===== src/core/pvo_cfg.svh =====
// Purpose: constants of the parallel video output port
// Assumes: included by bare name
// Notes:   definitions only
`ifndef PVO_CFG_SVH
`define PVO_CFG_SVH

// Register offsets
`define PVO_REG_MODE      8'h10
`define PVO_REG_OCTL      8'h16
`define PVO_REG_SOFT      8'h1A
`define PVO_REG_STAT      8'h1C
`define PVO_REG_LINE      8'h1E

// Reset values and fields
`define PVO_MODE_RST      16'h0085
`define PVO_OCTL_RST      16'h0000
`define PVO_OCTL_INV      14

// Timing
`define PVO_CLK_NS        50
`define PVO_STRAP_HOLD_NS 50000
`define PVO_STRAP_CYC     ((`PVO_STRAP_HOLD_NS + `PVO_CLK_NS - 1) / `PVO_CLK_NS)
`define PVO_HALF_STD      2'h1
`define PVO_HALF_BYP      2'h2

// 525-line field and blanking boundaries (last line of each span)
`define PVO_N_LINES       10'd525
`define PVO_N_A_END       10'd3
`define PVO_N_B_END       10'd19
`define PVO_N_C_END       10'd263
`define PVO_N_D_END       10'd265
`define PVO_N_E_END       10'd282
`define PVO_N_IMG_FIRST   10'd22
`define PVO_N_IMG_LAST    10'd261
`define PVO_N_FIELD_OFS   10'd263
`define PVO_N_PAD_LINES   10'd3
`define PVO_N_HBLANK      12'd268

// 625-line boundaries
`define PVO_P_LINES       10'd625
`define PVO_P_A_END       10'd22
`define PVO_P_B_END       10'd310
`define PVO_P_C_END       10'd312
`define PVO_P_D_END       10'd335
`define PVO_P_E_END       10'd623
`define PVO_P_HBLANK      12'd280

// Timing reference and blanking codes
`define PVO_TRS_LEN       12'd4
`define PVO_TRS_FF        8'hFF
`define PVO_TRS_00        8'h00
`define PVO_BLK_C         8'h80
`define PVO_BLK_Y         8'h10

`endif


===== src/core/pvo_pkg.sv =====
// Purpose: shared types of the parallel video output port
// Assumes: nothing
// Notes:   constants live in pvo_cfg.svh
package pvo_pkg;

    typedef enum logic [2:0] {
        FMT_RAW8    = 3'b000,
        FMT_RAW10   = 3'b001,
        FMT_YCC     = 3'b010,
        FMT_RGB565  = 3'b011,
        FMT_RGB555  = 3'b100,
        FMT_RGB444X = 3'b101,
        FMT_RGBX444 = 3'b110
    } pvo_fmt_t;

    typedef enum logic [1:0] {
        ST_STRAP = 2'b00,
        ST_RUN   = 2'b01,
        ST_HALT  = 2'b10
    } pvo_state_t;

    // Raw: y_r = raw[9:2], cb_g[7:6] = raw[1:0]
    typedef struct packed {
        logic [7:0] y_r;
        logic [7:0] cb_g;
        logic [7:0] cr_b;
    } pvo_pix_t;

    typedef struct packed {
        logic [7:0] rsvd;
        logic       en;
        logic       byp;
        logic       pal;
        logic       ovr;
        pvo_fmt_t   fmt;
        logic       il;
    } pvo_mode_t;

endpackage : pvo_pkg


===== src/core/pvo_fmt.sv =====
// Purpose: packs one pixel into output bytes
// Assumes: phase counts bytes from start of active line
// Notes:   combinational; caller registers the result
`timescale 1ns/1ps
`include "pvo_cfg.svh"
module pvo_fmt
    import pvo_pkg::*;
(
    input  wire pvo_fmt_t   fmt_i,
    input  wire logic [1:0] phase_i,
    input  wire logic       black_i,
    input  wire pvo_pix_t   pix_i,
    output logic [7:0]      byte_o,
    output logic [1:0]      low_o
);
    logic [7:0] r;
    logic [7:0] g;
    logic [7:0] b;
    logic       sec;

    assign r   = pix_i.y_r;
    assign g   = pix_i.cb_g;
    assign b   = pix_i.cr_b;
    assign sec = phase_i[0];

    always_comb begin
        byte_o = 8'h00;
        low_o  = 2'h0;
        unique case (fmt_i)
            FMT_RAW8: byte_o = r;
            FMT_RAW10: begin
                byte_o = r;
                low_o  = g[7:6];
            end
            FMT_YCC: begin
                if (black_i)
                    byte_o = sec ? `PVO_BLK_Y : `PVO_BLK_C;
                else if (sec)
                    byte_o = r;
                else
                    byte_o = phase_i[1] ? b : g;
            end
            FMT_RGB565:  byte_o = sec ? {g[4:2], b[7:3]} : {r[7:3], g[7:5]};
            FMT_RGB555:  byte_o = sec ? {g[5:3], b[7:3]} : {1'b0, r[7:3], g[7:6]};
            FMT_RGB444X: byte_o = sec ? {b[7:4], 4'h0} : {r[7:4], g[7:4]};
            FMT_RGBX444: byte_o = sec ? {g[7:4], b[7:4]} : {4'h0, r[7:4]};
            default:     byte_o = 8'h00;
        endcase
        if (black_i && fmt_i != FMT_YCC) begin
            byte_o = 8'h00;
            low_o  = 2'h0;
        end
    end
endmodule : pvo_fmt


===== src/core/pvo_port.sv =====
// Purpose: parallel video output port, progressive and 656 interlaced
// Assumes: ref_clk_i 20 MHz; pixels offered on pix_i, taken on pix_take_o
// Notes:   pixel clock made by divider; pins sampled as straps first
`timescale 1ns/1ps
`include "pvo_cfg.svh"
module pvo_port
    import pvo_pkg::*;
#(
    parameter int H_ACT     = 720,
    parameter int PROG_ROWS = 480,
    parameter int PROG_VBL  = 45,
    parameter int PROG_HBL  = 160
) (
    input  wire logic        ref_clk_i,
    input  wire logic        rst_i,
    input  wire logic        ce_i,
    input  wire logic [7:0]  reg_addr_i,
    input  wire logic [15:0] reg_wdata_i,
    input  wire logic        reg_wr_i,
    input  wire logic        reg_rd_i,
    output logic [15:0]      reg_rdata_o,
    input  wire pvo_pix_t    pix_i,
    output logic             pix_take_o,
    output logic             pixclk_o,
    output logic [7:0]       data_o,
    input  wire logic        low_bit0_strap_pin_i,
    output logic             low_bit0_strap_pin_o,
    output logic             low_bit0_strap_pin_oe_o,
    output logic             low_bit1_out_pin_o,
    input  wire logic        frame_valid_flag_i,
    output logic             frame_valid_flag_o,
    output logic             frame_valid_flag_oe_o,
    input  wire logic        line_valid_flag_i,
    output logic             line_valid_flag_o,
    output logic             line_valid_flag_oe_o,
    output logic             pipe_clk_en_o
);
    localparam logic [11:0] ACT_PIX = 12'(H_ACT);
    localparam logic [9:0]  P_ROWS  = 10'(PROG_ROWS);
    localparam logic [9:0]  P_TOTAL = 10'(PROG_ROWS + PROG_VBL);
    localparam logic [11:0] P_HBL   = 12'(PROG_HBL);
    localparam logic [10:0] STRAP_N = 11'(`PVO_STRAP_CYC);

    function automatic logic [1:0] fv_flags(input logic [9:0] ln, input logic pal);
        if (pal) begin
            if (ln <= `PVO_P_A_END)      fv_flags = 2'b01;
            else if (ln <= `PVO_P_B_END) fv_flags = 2'b00;
            else if (ln <= `PVO_P_C_END) fv_flags = 2'b01;
            else if (ln <= `PVO_P_D_END) fv_flags = 2'b11;
            else if (ln <= `PVO_P_E_END) fv_flags = 2'b10;
            else                         fv_flags = 2'b11;
        end else begin
            if (ln <= `PVO_N_A_END)      fv_flags = 2'b11;
            else if (ln <= `PVO_N_B_END) fv_flags = 2'b01;
            else if (ln <= `PVO_N_C_END) fv_flags = 2'b00;
            else if (ln <= `PVO_N_D_END) fv_flags = 2'b01;
            else if (ln <= `PVO_N_E_END) fv_flags = 2'b11;
            else                         fv_flags = 2'b10;
        end
    endfunction : fv_flags

    function automatic logic [7:0] trs_status(input logic f, input logic v, input logic h);
        trs_status = {1'b1, f, v, h, v ^ h, f ^ h, f ^ v, f ^ v ^ h};
    endfunction : trs_status

    pvo_state_t  state_reg;
    pvo_mode_t   mode_reg;
    logic [15:0] octl_reg;
    logic        soft_reg;
    logic [15:0] rdata_reg;
    logic [2:0]  sync1_reg;
    logic [2:0]  sync2_reg;
    logic [2:0]  strap_reg;
    logic [10:0] strap_cnt_reg;
    logic [1:0]  half_cnt_reg;
    logic        pclk_reg;
    logic [11:0] h_reg;
    logic [9:0]  v_reg;
    logic [7:0]  data_reg;
    logic [1:0]  low_reg;
    logic        fv_reg;
    logic        lv_reg;
    logic        take_reg;

    logic        run;
    logic        tick;
    logic        pal;
    logic        il;
    logic [1:0]  half_lim;
    logic [11:0] act_bytes;
    logic [11:0] h_total;
    logic [11:0] sav_st;
    logic [11:0] act_st;
    logic [1:0]  flags;
    logic        img;
    logic        pad;
    logic [11:0] ph;
    pvo_fmt_t    fmt_eff;
    logic        black;
    logic [7:0]  fbyte;
    logic [1:0]  flow;
    logic [7:0]  byte_next;
    logic [1:0]  low_next;
    logic        fv_next;
    logic        lv_next;
    logic        take_next;

    assign run  = state_reg == ST_RUN;
    assign il   = mode_reg.il;
    assign pal  = mode_reg.ovr ? mode_reg.pal : strap_reg[0];
    assign half_lim = mode_reg.byp ? `PVO_HALF_BYP : `PVO_HALF_STD;
    assign tick = ce_i && state_reg != ST_STRAP && pclk_reg && half_cnt_reg >= half_lim;
    assign act_bytes = (!il && (mode_reg.fmt == FMT_RAW8 || mode_reg.fmt == FMT_RAW10))
                     ? ACT_PIX : 12'(ACT_PIX << 1);
    assign sav_st  = `PVO_TRS_LEN + (pal ? `PVO_P_HBLANK : `PVO_N_HBLANK);
    assign act_st  = sav_st + `PVO_TRS_LEN;
    assign h_total = il ? 12'(act_st + act_bytes) : 12'(act_bytes + P_HBL);
    assign flags   = fv_flags(v_reg, pal);
    assign ph      = il ? 12'(h_reg - act_st) : h_reg;
    assign fmt_eff = il ? FMT_YCC : mode_reg.fmt;

    always_comb begin
        img = 1'b1;
        pad = 1'b0;
        if (pal) begin
            img = !flags[0];
        end else begin
            img = (v_reg >= `PVO_N_IMG_FIRST && v_reg <= `PVO_N_IMG_LAST)
               || (v_reg >= 10'(`PVO_N_IMG_FIRST + `PVO_N_FIELD_OFS)
                   && v_reg <= 10'(`PVO_N_IMG_LAST + `PVO_N_FIELD_OFS));
            pad = (v_reg > 10'(`PVO_N_IMG_LAST - `PVO_N_PAD_LINES)
                   && v_reg <= `PVO_N_IMG_LAST)
               || (v_reg > 10'(`PVO_N_IMG_LAST + `PVO_N_FIELD_OFS - `PVO_N_PAD_LINES)
                   && v_reg <= 10'(`PVO_N_IMG_LAST + `PVO_N_FIELD_OFS));
        end
    end

    assign black = il && (!img || pad);

    pvo_fmt u_fmt (
        .fmt_i   (fmt_eff),
        .phase_i (ph[1:0]),
        .black_i (black),
        .pix_i   (pix_i),
        .byte_o  (fbyte),
        .low_o   (flow)
    );

    always_comb begin
        byte_next = 8'h00;
        low_next  = 2'h0;
        fv_next   = 1'b0;
        lv_next   = 1'b0;
        take_next = 1'b0;
        if (il) begin
            if (h_reg < `PVO_TRS_LEN || (h_reg >= sav_st && h_reg < act_st)) begin
                unique case (h_reg[1:0])
                    2'h0: byte_next = `PVO_TRS_FF;
                    2'h3: begin
                        byte_next = trs_status(flags[1], flags[0], h_reg < `PVO_TRS_LEN);
                    end
                    default: byte_next = `PVO_TRS_00;
                endcase
            end else if (h_reg < sav_st) begin
                byte_next = h_reg[0] ? `PVO_BLK_Y : `PVO_BLK_C;
            end else begin
                byte_next = fbyte;
                take_next = !black && ph[0];
            end
        end else if (v_reg < P_ROWS) begin
            fv_next = 1'b1;
            if (h_reg < act_bytes) begin
                lv_next   = 1'b1;
                byte_next = fbyte;
                low_next  = flow;
                take_next = ph[0] || fmt_eff == FMT_RAW8 || fmt_eff == FMT_RAW10;
            end
        end
    end

    // Straps and pin synchroniser
    always_ff @(posedge ref_clk_i or posedge rst_i) begin
        if (rst_i) begin
            sync1_reg <= 3'h0;
            sync2_reg <= 3'h0;
        end else if (ce_i) begin
            sync1_reg <= {line_valid_flag_i, frame_valid_flag_i, low_bit0_strap_pin_i};
            sync2_reg <= sync1_reg;
        end
    end

    always_ff @(posedge ref_clk_i or posedge rst_i) begin
        if (rst_i) begin
            state_reg     <= ST_STRAP;
            strap_cnt_reg <= 11'h000;
            strap_reg     <= 3'h0;
        end else if (ce_i) begin
            unique case (state_reg)
                ST_STRAP: begin
                    strap_cnt_reg <= strap_cnt_reg + 11'h001;
                    if (strap_cnt_reg >= STRAP_N) begin
                        strap_reg <= sync2_reg;
                        state_reg <= ST_HALT;
                    end
                end
                ST_RUN: if (soft_reg || !mode_reg.en) state_reg <= ST_HALT;
                ST_HALT: if (!soft_reg && mode_reg.en) state_reg <= ST_RUN;
                default: state_reg <= ST_HALT;
            endcase
        end
    end

    // Register file
    always_ff @(posedge ref_clk_i or posedge rst_i) begin
        if (rst_i) begin
            mode_reg <= `PVO_MODE_RST;
            octl_reg <= `PVO_OCTL_RST;
            soft_reg <= 1'b0;
        end else if (ce_i) begin
            if (reg_wr_i && reg_addr_i == `PVO_REG_SOFT)
                soft_reg <= reg_wdata_i[0];
            if (soft_reg) begin
                mode_reg <= `PVO_MODE_RST;
                octl_reg <= `PVO_OCTL_RST;
            end else if (reg_wr_i && reg_addr_i == `PVO_REG_MODE) begin
                mode_reg <= reg_wdata_i;
            end else if (reg_wr_i && reg_addr_i == `PVO_REG_OCTL) begin
                octl_reg <= reg_wdata_i;
            end
        end
    end

    always_ff @(posedge ref_clk_i or posedge rst_i) begin
        if (rst_i) begin
            rdata_reg <= 16'h0000;
        end else if (ce_i) begin
            rdata_reg <= 16'h0000;
            if (reg_rd_i) begin
                unique case (reg_addr_i)
                    `PVO_REG_MODE: rdata_reg <= mode_reg;
                    `PVO_REG_OCTL: rdata_reg <= octl_reg;
                    `PVO_REG_SOFT: rdata_reg <= {15'h0000, soft_reg};
                    `PVO_REG_STAT: rdata_reg <= {11'h000, strap_reg[2:1], flags[1], pal,
                                                 strap_reg[0]};
                    `PVO_REG_LINE: rdata_reg <= {6'h00, v_reg};
                    default:       rdata_reg <= 16'h0000;
                endcase
            end
        end
    end

    // Pixel clock divider
    always_ff @(posedge ref_clk_i or posedge rst_i) begin
        if (rst_i) begin
            half_cnt_reg <= 2'h0;
            pclk_reg     <= 1'b0;
        end else if (ce_i && state_reg != ST_STRAP) begin
            if (half_cnt_reg >= half_lim) begin
                half_cnt_reg <= 2'h1;
                pclk_reg     <= !pclk_reg;
            end else begin
                half_cnt_reg <= half_cnt_reg + 2'h1;
            end
        end
    end

    // Raster counters
    always_ff @(posedge ref_clk_i or posedge rst_i) begin
        if (rst_i) begin
            h_reg <= 12'h000;
            v_reg <= 10'h000;
        end else if (ce_i) begin
            if (!run) begin
                h_reg <= 12'h000;
                v_reg <= il ? 10'h001 : 10'h000;
            end else if (tick) begin
                if (h_reg >= h_total - 12'h001) begin
                    h_reg <= 12'h000;
                    if (il && v_reg >= (pal ? `PVO_P_LINES : `PVO_N_LINES))
                        v_reg <= 10'h001;
                    else if (!il && v_reg >= P_TOTAL - 10'h001)
                        v_reg <= 10'h000;
                    else
                        v_reg <= v_reg + 10'h001;
                end else begin
                    h_reg <= h_reg + 12'h001;
                end
            end
        end
    end

    // Output launch
    always_ff @(posedge ref_clk_i or posedge rst_i) begin
        if (rst_i) begin
            data_reg <= 8'h00;
            low_reg  <= 2'h0;
            fv_reg   <= 1'b0;
            lv_reg   <= 1'b0;
            take_reg <= 1'b0;
        end else if (ce_i) begin
            take_reg <= 1'b0;
            if (!run) begin
                data_reg <= 8'h00;
                low_reg  <= 2'h0;
                fv_reg   <= 1'b0;
                lv_reg   <= 1'b0;
            end else if (tick) begin
                data_reg <= byte_next;
                low_reg  <= low_next;
                fv_reg   <= fv_next;
                lv_reg   <= lv_next;
                take_reg <= take_next;
            end
        end
    end

    assign reg_rdata_o          = rdata_reg;
    assign pix_take_o           = take_reg;
    assign pixclk_o             = pclk_reg ^ octl_reg[`PVO_OCTL_INV];
    assign data_o               = data_reg;
    assign low_bit0_strap_pin_o = low_reg[0];
    assign low_bit1_out_pin_o   = low_reg[1];
    assign frame_valid_flag_o   = fv_reg;
    assign line_valid_flag_o    = lv_reg;
    assign low_bit0_strap_pin_oe_o = state_reg != ST_STRAP;
    assign frame_valid_flag_oe_o   = state_reg != ST_STRAP;
    assign line_valid_flag_oe_o    = state_reg != ST_STRAP;
    assign pipe_clk_en_o        = !mode_reg.byp;
endmodule : pvo_port


===== config.mk =====
export PLATFORM = sky130hd
export DESIGN_NAME = pvo_port
export DESIGN_NICKNAME = d
export VERILOG_FILES = /design/src/core/pvo_pkg.sv /design/src/core/pvo_fmt.sv /design/src/core/pvo_port.sv
export VERILOG_INCLUDE_DIRS = /design/src /design/src/core
export SDC_FILE = /design/constraint.sdc
export NUM_CORES = 1
export LEC_CHECK = 0
export BUFFER_PORTS_ARGS = -buffer_cell sky130_fd_sc_hd__buf_2
export CORE_MARGIN = 2
export CORE_UTILIZATION = 40
export CTS_CLUSTER_DIAMETER = 120
export CTS_CLUSTER_SIZE = 12
export DETAILED_ROUTE_END_ITERATION = 8
export SETUP_SLACK_MARGIN = 0.05
export SLEW_MARGIN = 15
export SYNTH_ARGS = -nofsm -noshare
export SYNTH_HDL_FRONTEND = slang
export SYNTH_SLANG_ARGS = --single-unit

===== constraint.sdc =====
create_clock -name ref_clk_i -period 4.2 [get_ports ref_clk_i]
set_clock_uncertainty 0.05 [all_clocks]
set_input_delay 0.21 -clock ref_clk_i [delete_from_list [all_inputs] [get_ports ref_clk_i]]
set_output_delay 0.21 -clock ref_clk_i [all_outputs]
set_load 0.02 [all_outputs]

==> run_results.csv <==
group,metric,value,unit
status,status,"finished clean",
clock_network,post-cts-setup-buffers,0,
detailed_routing,drc_errors,0,
detailed_routing,dr.pass1.iters,6,
placement,placed_area,0.007931,mm2
yosys,synth_top_area_share,36.67,%
pwr,powerDensity,266.0,mW/mm2
placement,port_buffers,89,
yosys,yosysSeqAreaShare,37.76,%
clock_network,numCtsBuffers,9,
finish,utilization,46.22,%
timing,maxSlewViolCount,0,
finish,final_cell_mix,"dfrtp_1 (106), buf_2 (89), nand2_1 (79), o21ai_0 (58), nor2_1 (54)",
clock_network,insertion_delay,0.37,ns
timing,fin_crit,3.390,ns
yosys,synth_nets,922,
pwr,leakage,3.646,nW
global_routing,grt_max_degree,51,
yosys,avgSynthCellArea,8.715,um2
detailed_routing,ant_nets,0,
yosys,ys_ff_latch,109,
yosys,syn_area,0.007233,mm2
placement,placed_cells,1115,
critical_path,critical_path.cell_chain,"inv_1 > nor2_1 > nor2_1 > ha_1 > ha_1 > nand3_1 > o21a_1 > o211ai_1 > nor2b_1 > buf_4 > o21ai_0 > a22o_1",
floorplanning,rows,49,
floorplanning,num_io_pins,90,
critical_path,criticalPathCategory,"reg2reg",
clock_network,cts_sinks,109,
yosys,synthArstFlopShare,100.0,%
timing,relSlewSlack,36.99,%
yosys,synth_top_cell_by_area,"dfrtp_1",
timing,tns,0,ns
floorplanning,core_area,0.01784,mm2
critical_path,critPathTopFamily,"compound AO/OA/AOI/OAI gates",
yosys,synth-edff-count,0,
job,drv_cap,0,
global_routing,overflow,0,
floorplanning,die-area,0.01917,mm2
finish,fin_area,0.008245,mm2
detailed_routing,num_vias,6613,
critical_path,start_kind,"register",
finish,layout_commonest_cell,"dfrtp_1",
floorplanning,initial_core_util,40.54,%
global_routing,grt_first_pass_wirelength,34.03,mm
clock_network,root_buffer,"clkbuf_16",
yosys,ys.warnings.count,0,
clock_network,ctsResizeCount,0,
hold_path,min_path_type,"in2reg",
yosys,synth_flop_cell,"dfrtp_1",
critical_path,cp.arrival,3.60,ns
finish,final_cells,1133,
critical_path,max_stage_delay,0.70,ns
floorplanning,die_width,138.5,um
clock_network,ctsLongestPathBuffers,2,
yosys,synthTopCellsByArea,"dfrtp_1 (37%), ha_1 (6.2%), nand2_1 (4.1%)",
clock_network,cts_max_level,3,
timing,timing.final.hold_violations,0,
global_routing,antenna_found_initial,1,
finish,drive_above_1_share,17.39,%
detailed_routing,wl_per_cell,17.79,um
detailed_routing,drt_iter0_drc,510,
finish,fin_nets,990,
placement,hpwlAfterDp,14.50,mm
timing,worst_pin_slew,0.9452,ns
critical_path,path_buf_inv,2,
critical_path,crit_path_end_kind,"register",
detailed_routing,totalWireLength,20.16,mm
detailed_routing,vias_per_cell,5.837,
critical_path,path_max_fanout,14,
critical_path,crit_slowest_cell,"dfstp_2",
yosys,syn_inst,830,
yosys,ys_types,69,
timing,setup_violations,0,
timing,fmax,0.2950,GHz
clock_network,tritoncts,"yes",
timing,grt_setup_unrepaired,"false",
finish,area_delta_synth_final,13.99,%
global_routing,grtUsageTotal,21.58,%
clock_network,clk_pin_slew,0.08,ns
critical_path,worst_ep_required_time,4.41,ns
pwr,peakVddDrop,0.2270,mV
floorplanning,die-height,138.5,um
global_routing,grt_pass1_vias,6378,
placement,place_congestion,0.9160,
timing,fin_crit_sh,80.71,%
synthesized netlist by cell type, types with 5 or more instances:
cell type / n
a21oi_1: 32
o31ai_1: 11
a31oi_1: 6
and3_1: 12
mux2_2: 12
or2_2: 5
nor2_1: 54
o22ai_1: 26
mux2i_1: 25
nand3_1: 20
inv_1: 54
ha_1: 36
nand4_1: 19
nor2b_1: 11
or3_1: 5
nand2b_1: 11
a221oi_1: 12
dfrtp_1: 106
a22o_1: 16
xnor2_1: 11
and2_1: 5
or4_1: 5
xor2_1: 8
nor4_1: 7
a22oi_1: 14
a222oi_1: 10
nand2_1: 79
clkbuf_1: 50
nor3_1: 18
o21ai_0: 59
a21o_1: 8
o211ai_1: 6
routing by layer:
metal | track usage, % | vias to the layer above | part of all wire [%]
met1 | 30.43 | 3191 | 46
met4 | 6.284 | 0 | 1.5
met5 | 0 | - | 0
li1 | - | 3212 | -
met2 | 33.85 | 185 | 47
met3 | 4.226 | 25 | 5.6
worst register-to-register path: cells and delay by family, from the launching register on:
family / cells / cell delay (ns)
AO/OA/AOI/OAI: 4 / 0.86
buffers and inverters: 2 / 0.40
adder cells (fa/ha/maj): 2 / 0.55
flip-flops: 1 / 0.70
AND/OR/NAND/NOR: 4 / 0.72
repair_timing:
action | 4_1_cts | 5_1_grt
hold buffers | 1 | 0
endpoints found under the hold margin | 22 | 0
setup endpoints to repair | 0 | 0
report_power, final:
part           internal (W)  leakage, nW  switching (W)
logic             0.0000751         2.03       0.000113
registers           0.00109         1.47      0.0000395
clock network      0.000449        0.150       0.000429
total               0.00161         3.65       0.000582
cells by family after synthesis:
kind of cell             synth area share (%)
AND/OR/NAND/NOR                         18.98
flip-flops                              37.76
other                                  0.1038
XOR/XNOR                                2.301
AO/OA/AOI/OAI                           23.40
buffers and inverters                   5.899
adder cells (fa/ha/maj)                 6.227
multiplexers                            5.328
final timing paths:
kind | from | to | slack (ns) | cells past startpoint
min in group asynchronous | rst_i | strap_cnt_reg[1] | 0.30 | 3
max in group asynchronous | rst_i | octl_reg[3] | 2.87 | 4
setup / recovery | il | v_reg[3] | 0.81 | 12
hold / removal | line_valid_flag_i | sync1_reg[2] | 0.03 | 2
setup reg to reg | il | v_reg[3] | 0.81 | 12
hold reg to reg | strap_cnt_reg[9] | strap_cnt_reg[9] | 0.42 | 1
metrics by stage:
step	setup WS, ns	power [W]	hold slack [ns]
after floorplan	0.7331	0.001255	0.2768
after global placement	0.8895	0.001334	0.1444
after detailed placement	0.8430	0.001337	0.1412
after CTS	0.8230	0.002222	0.01515
after global routing	0.5601	0.002299	0.01367
final	0.8102	0.002193	0.02881
area by class of cell:
class,count,area [um2]
Clock inverter,5,48.80
Fill cell,1726,9595
Multi-Input combinational cell,610,4090
Tap cell,229,286.5
Antenna cell,1,2.502
Clock buffer,11,252.7
Inverter,56,212.7
Sequential cell,109,2731
Timing Repair Buffer,112,620.6
Note: power is estimated with default switching activity, not from simulation.
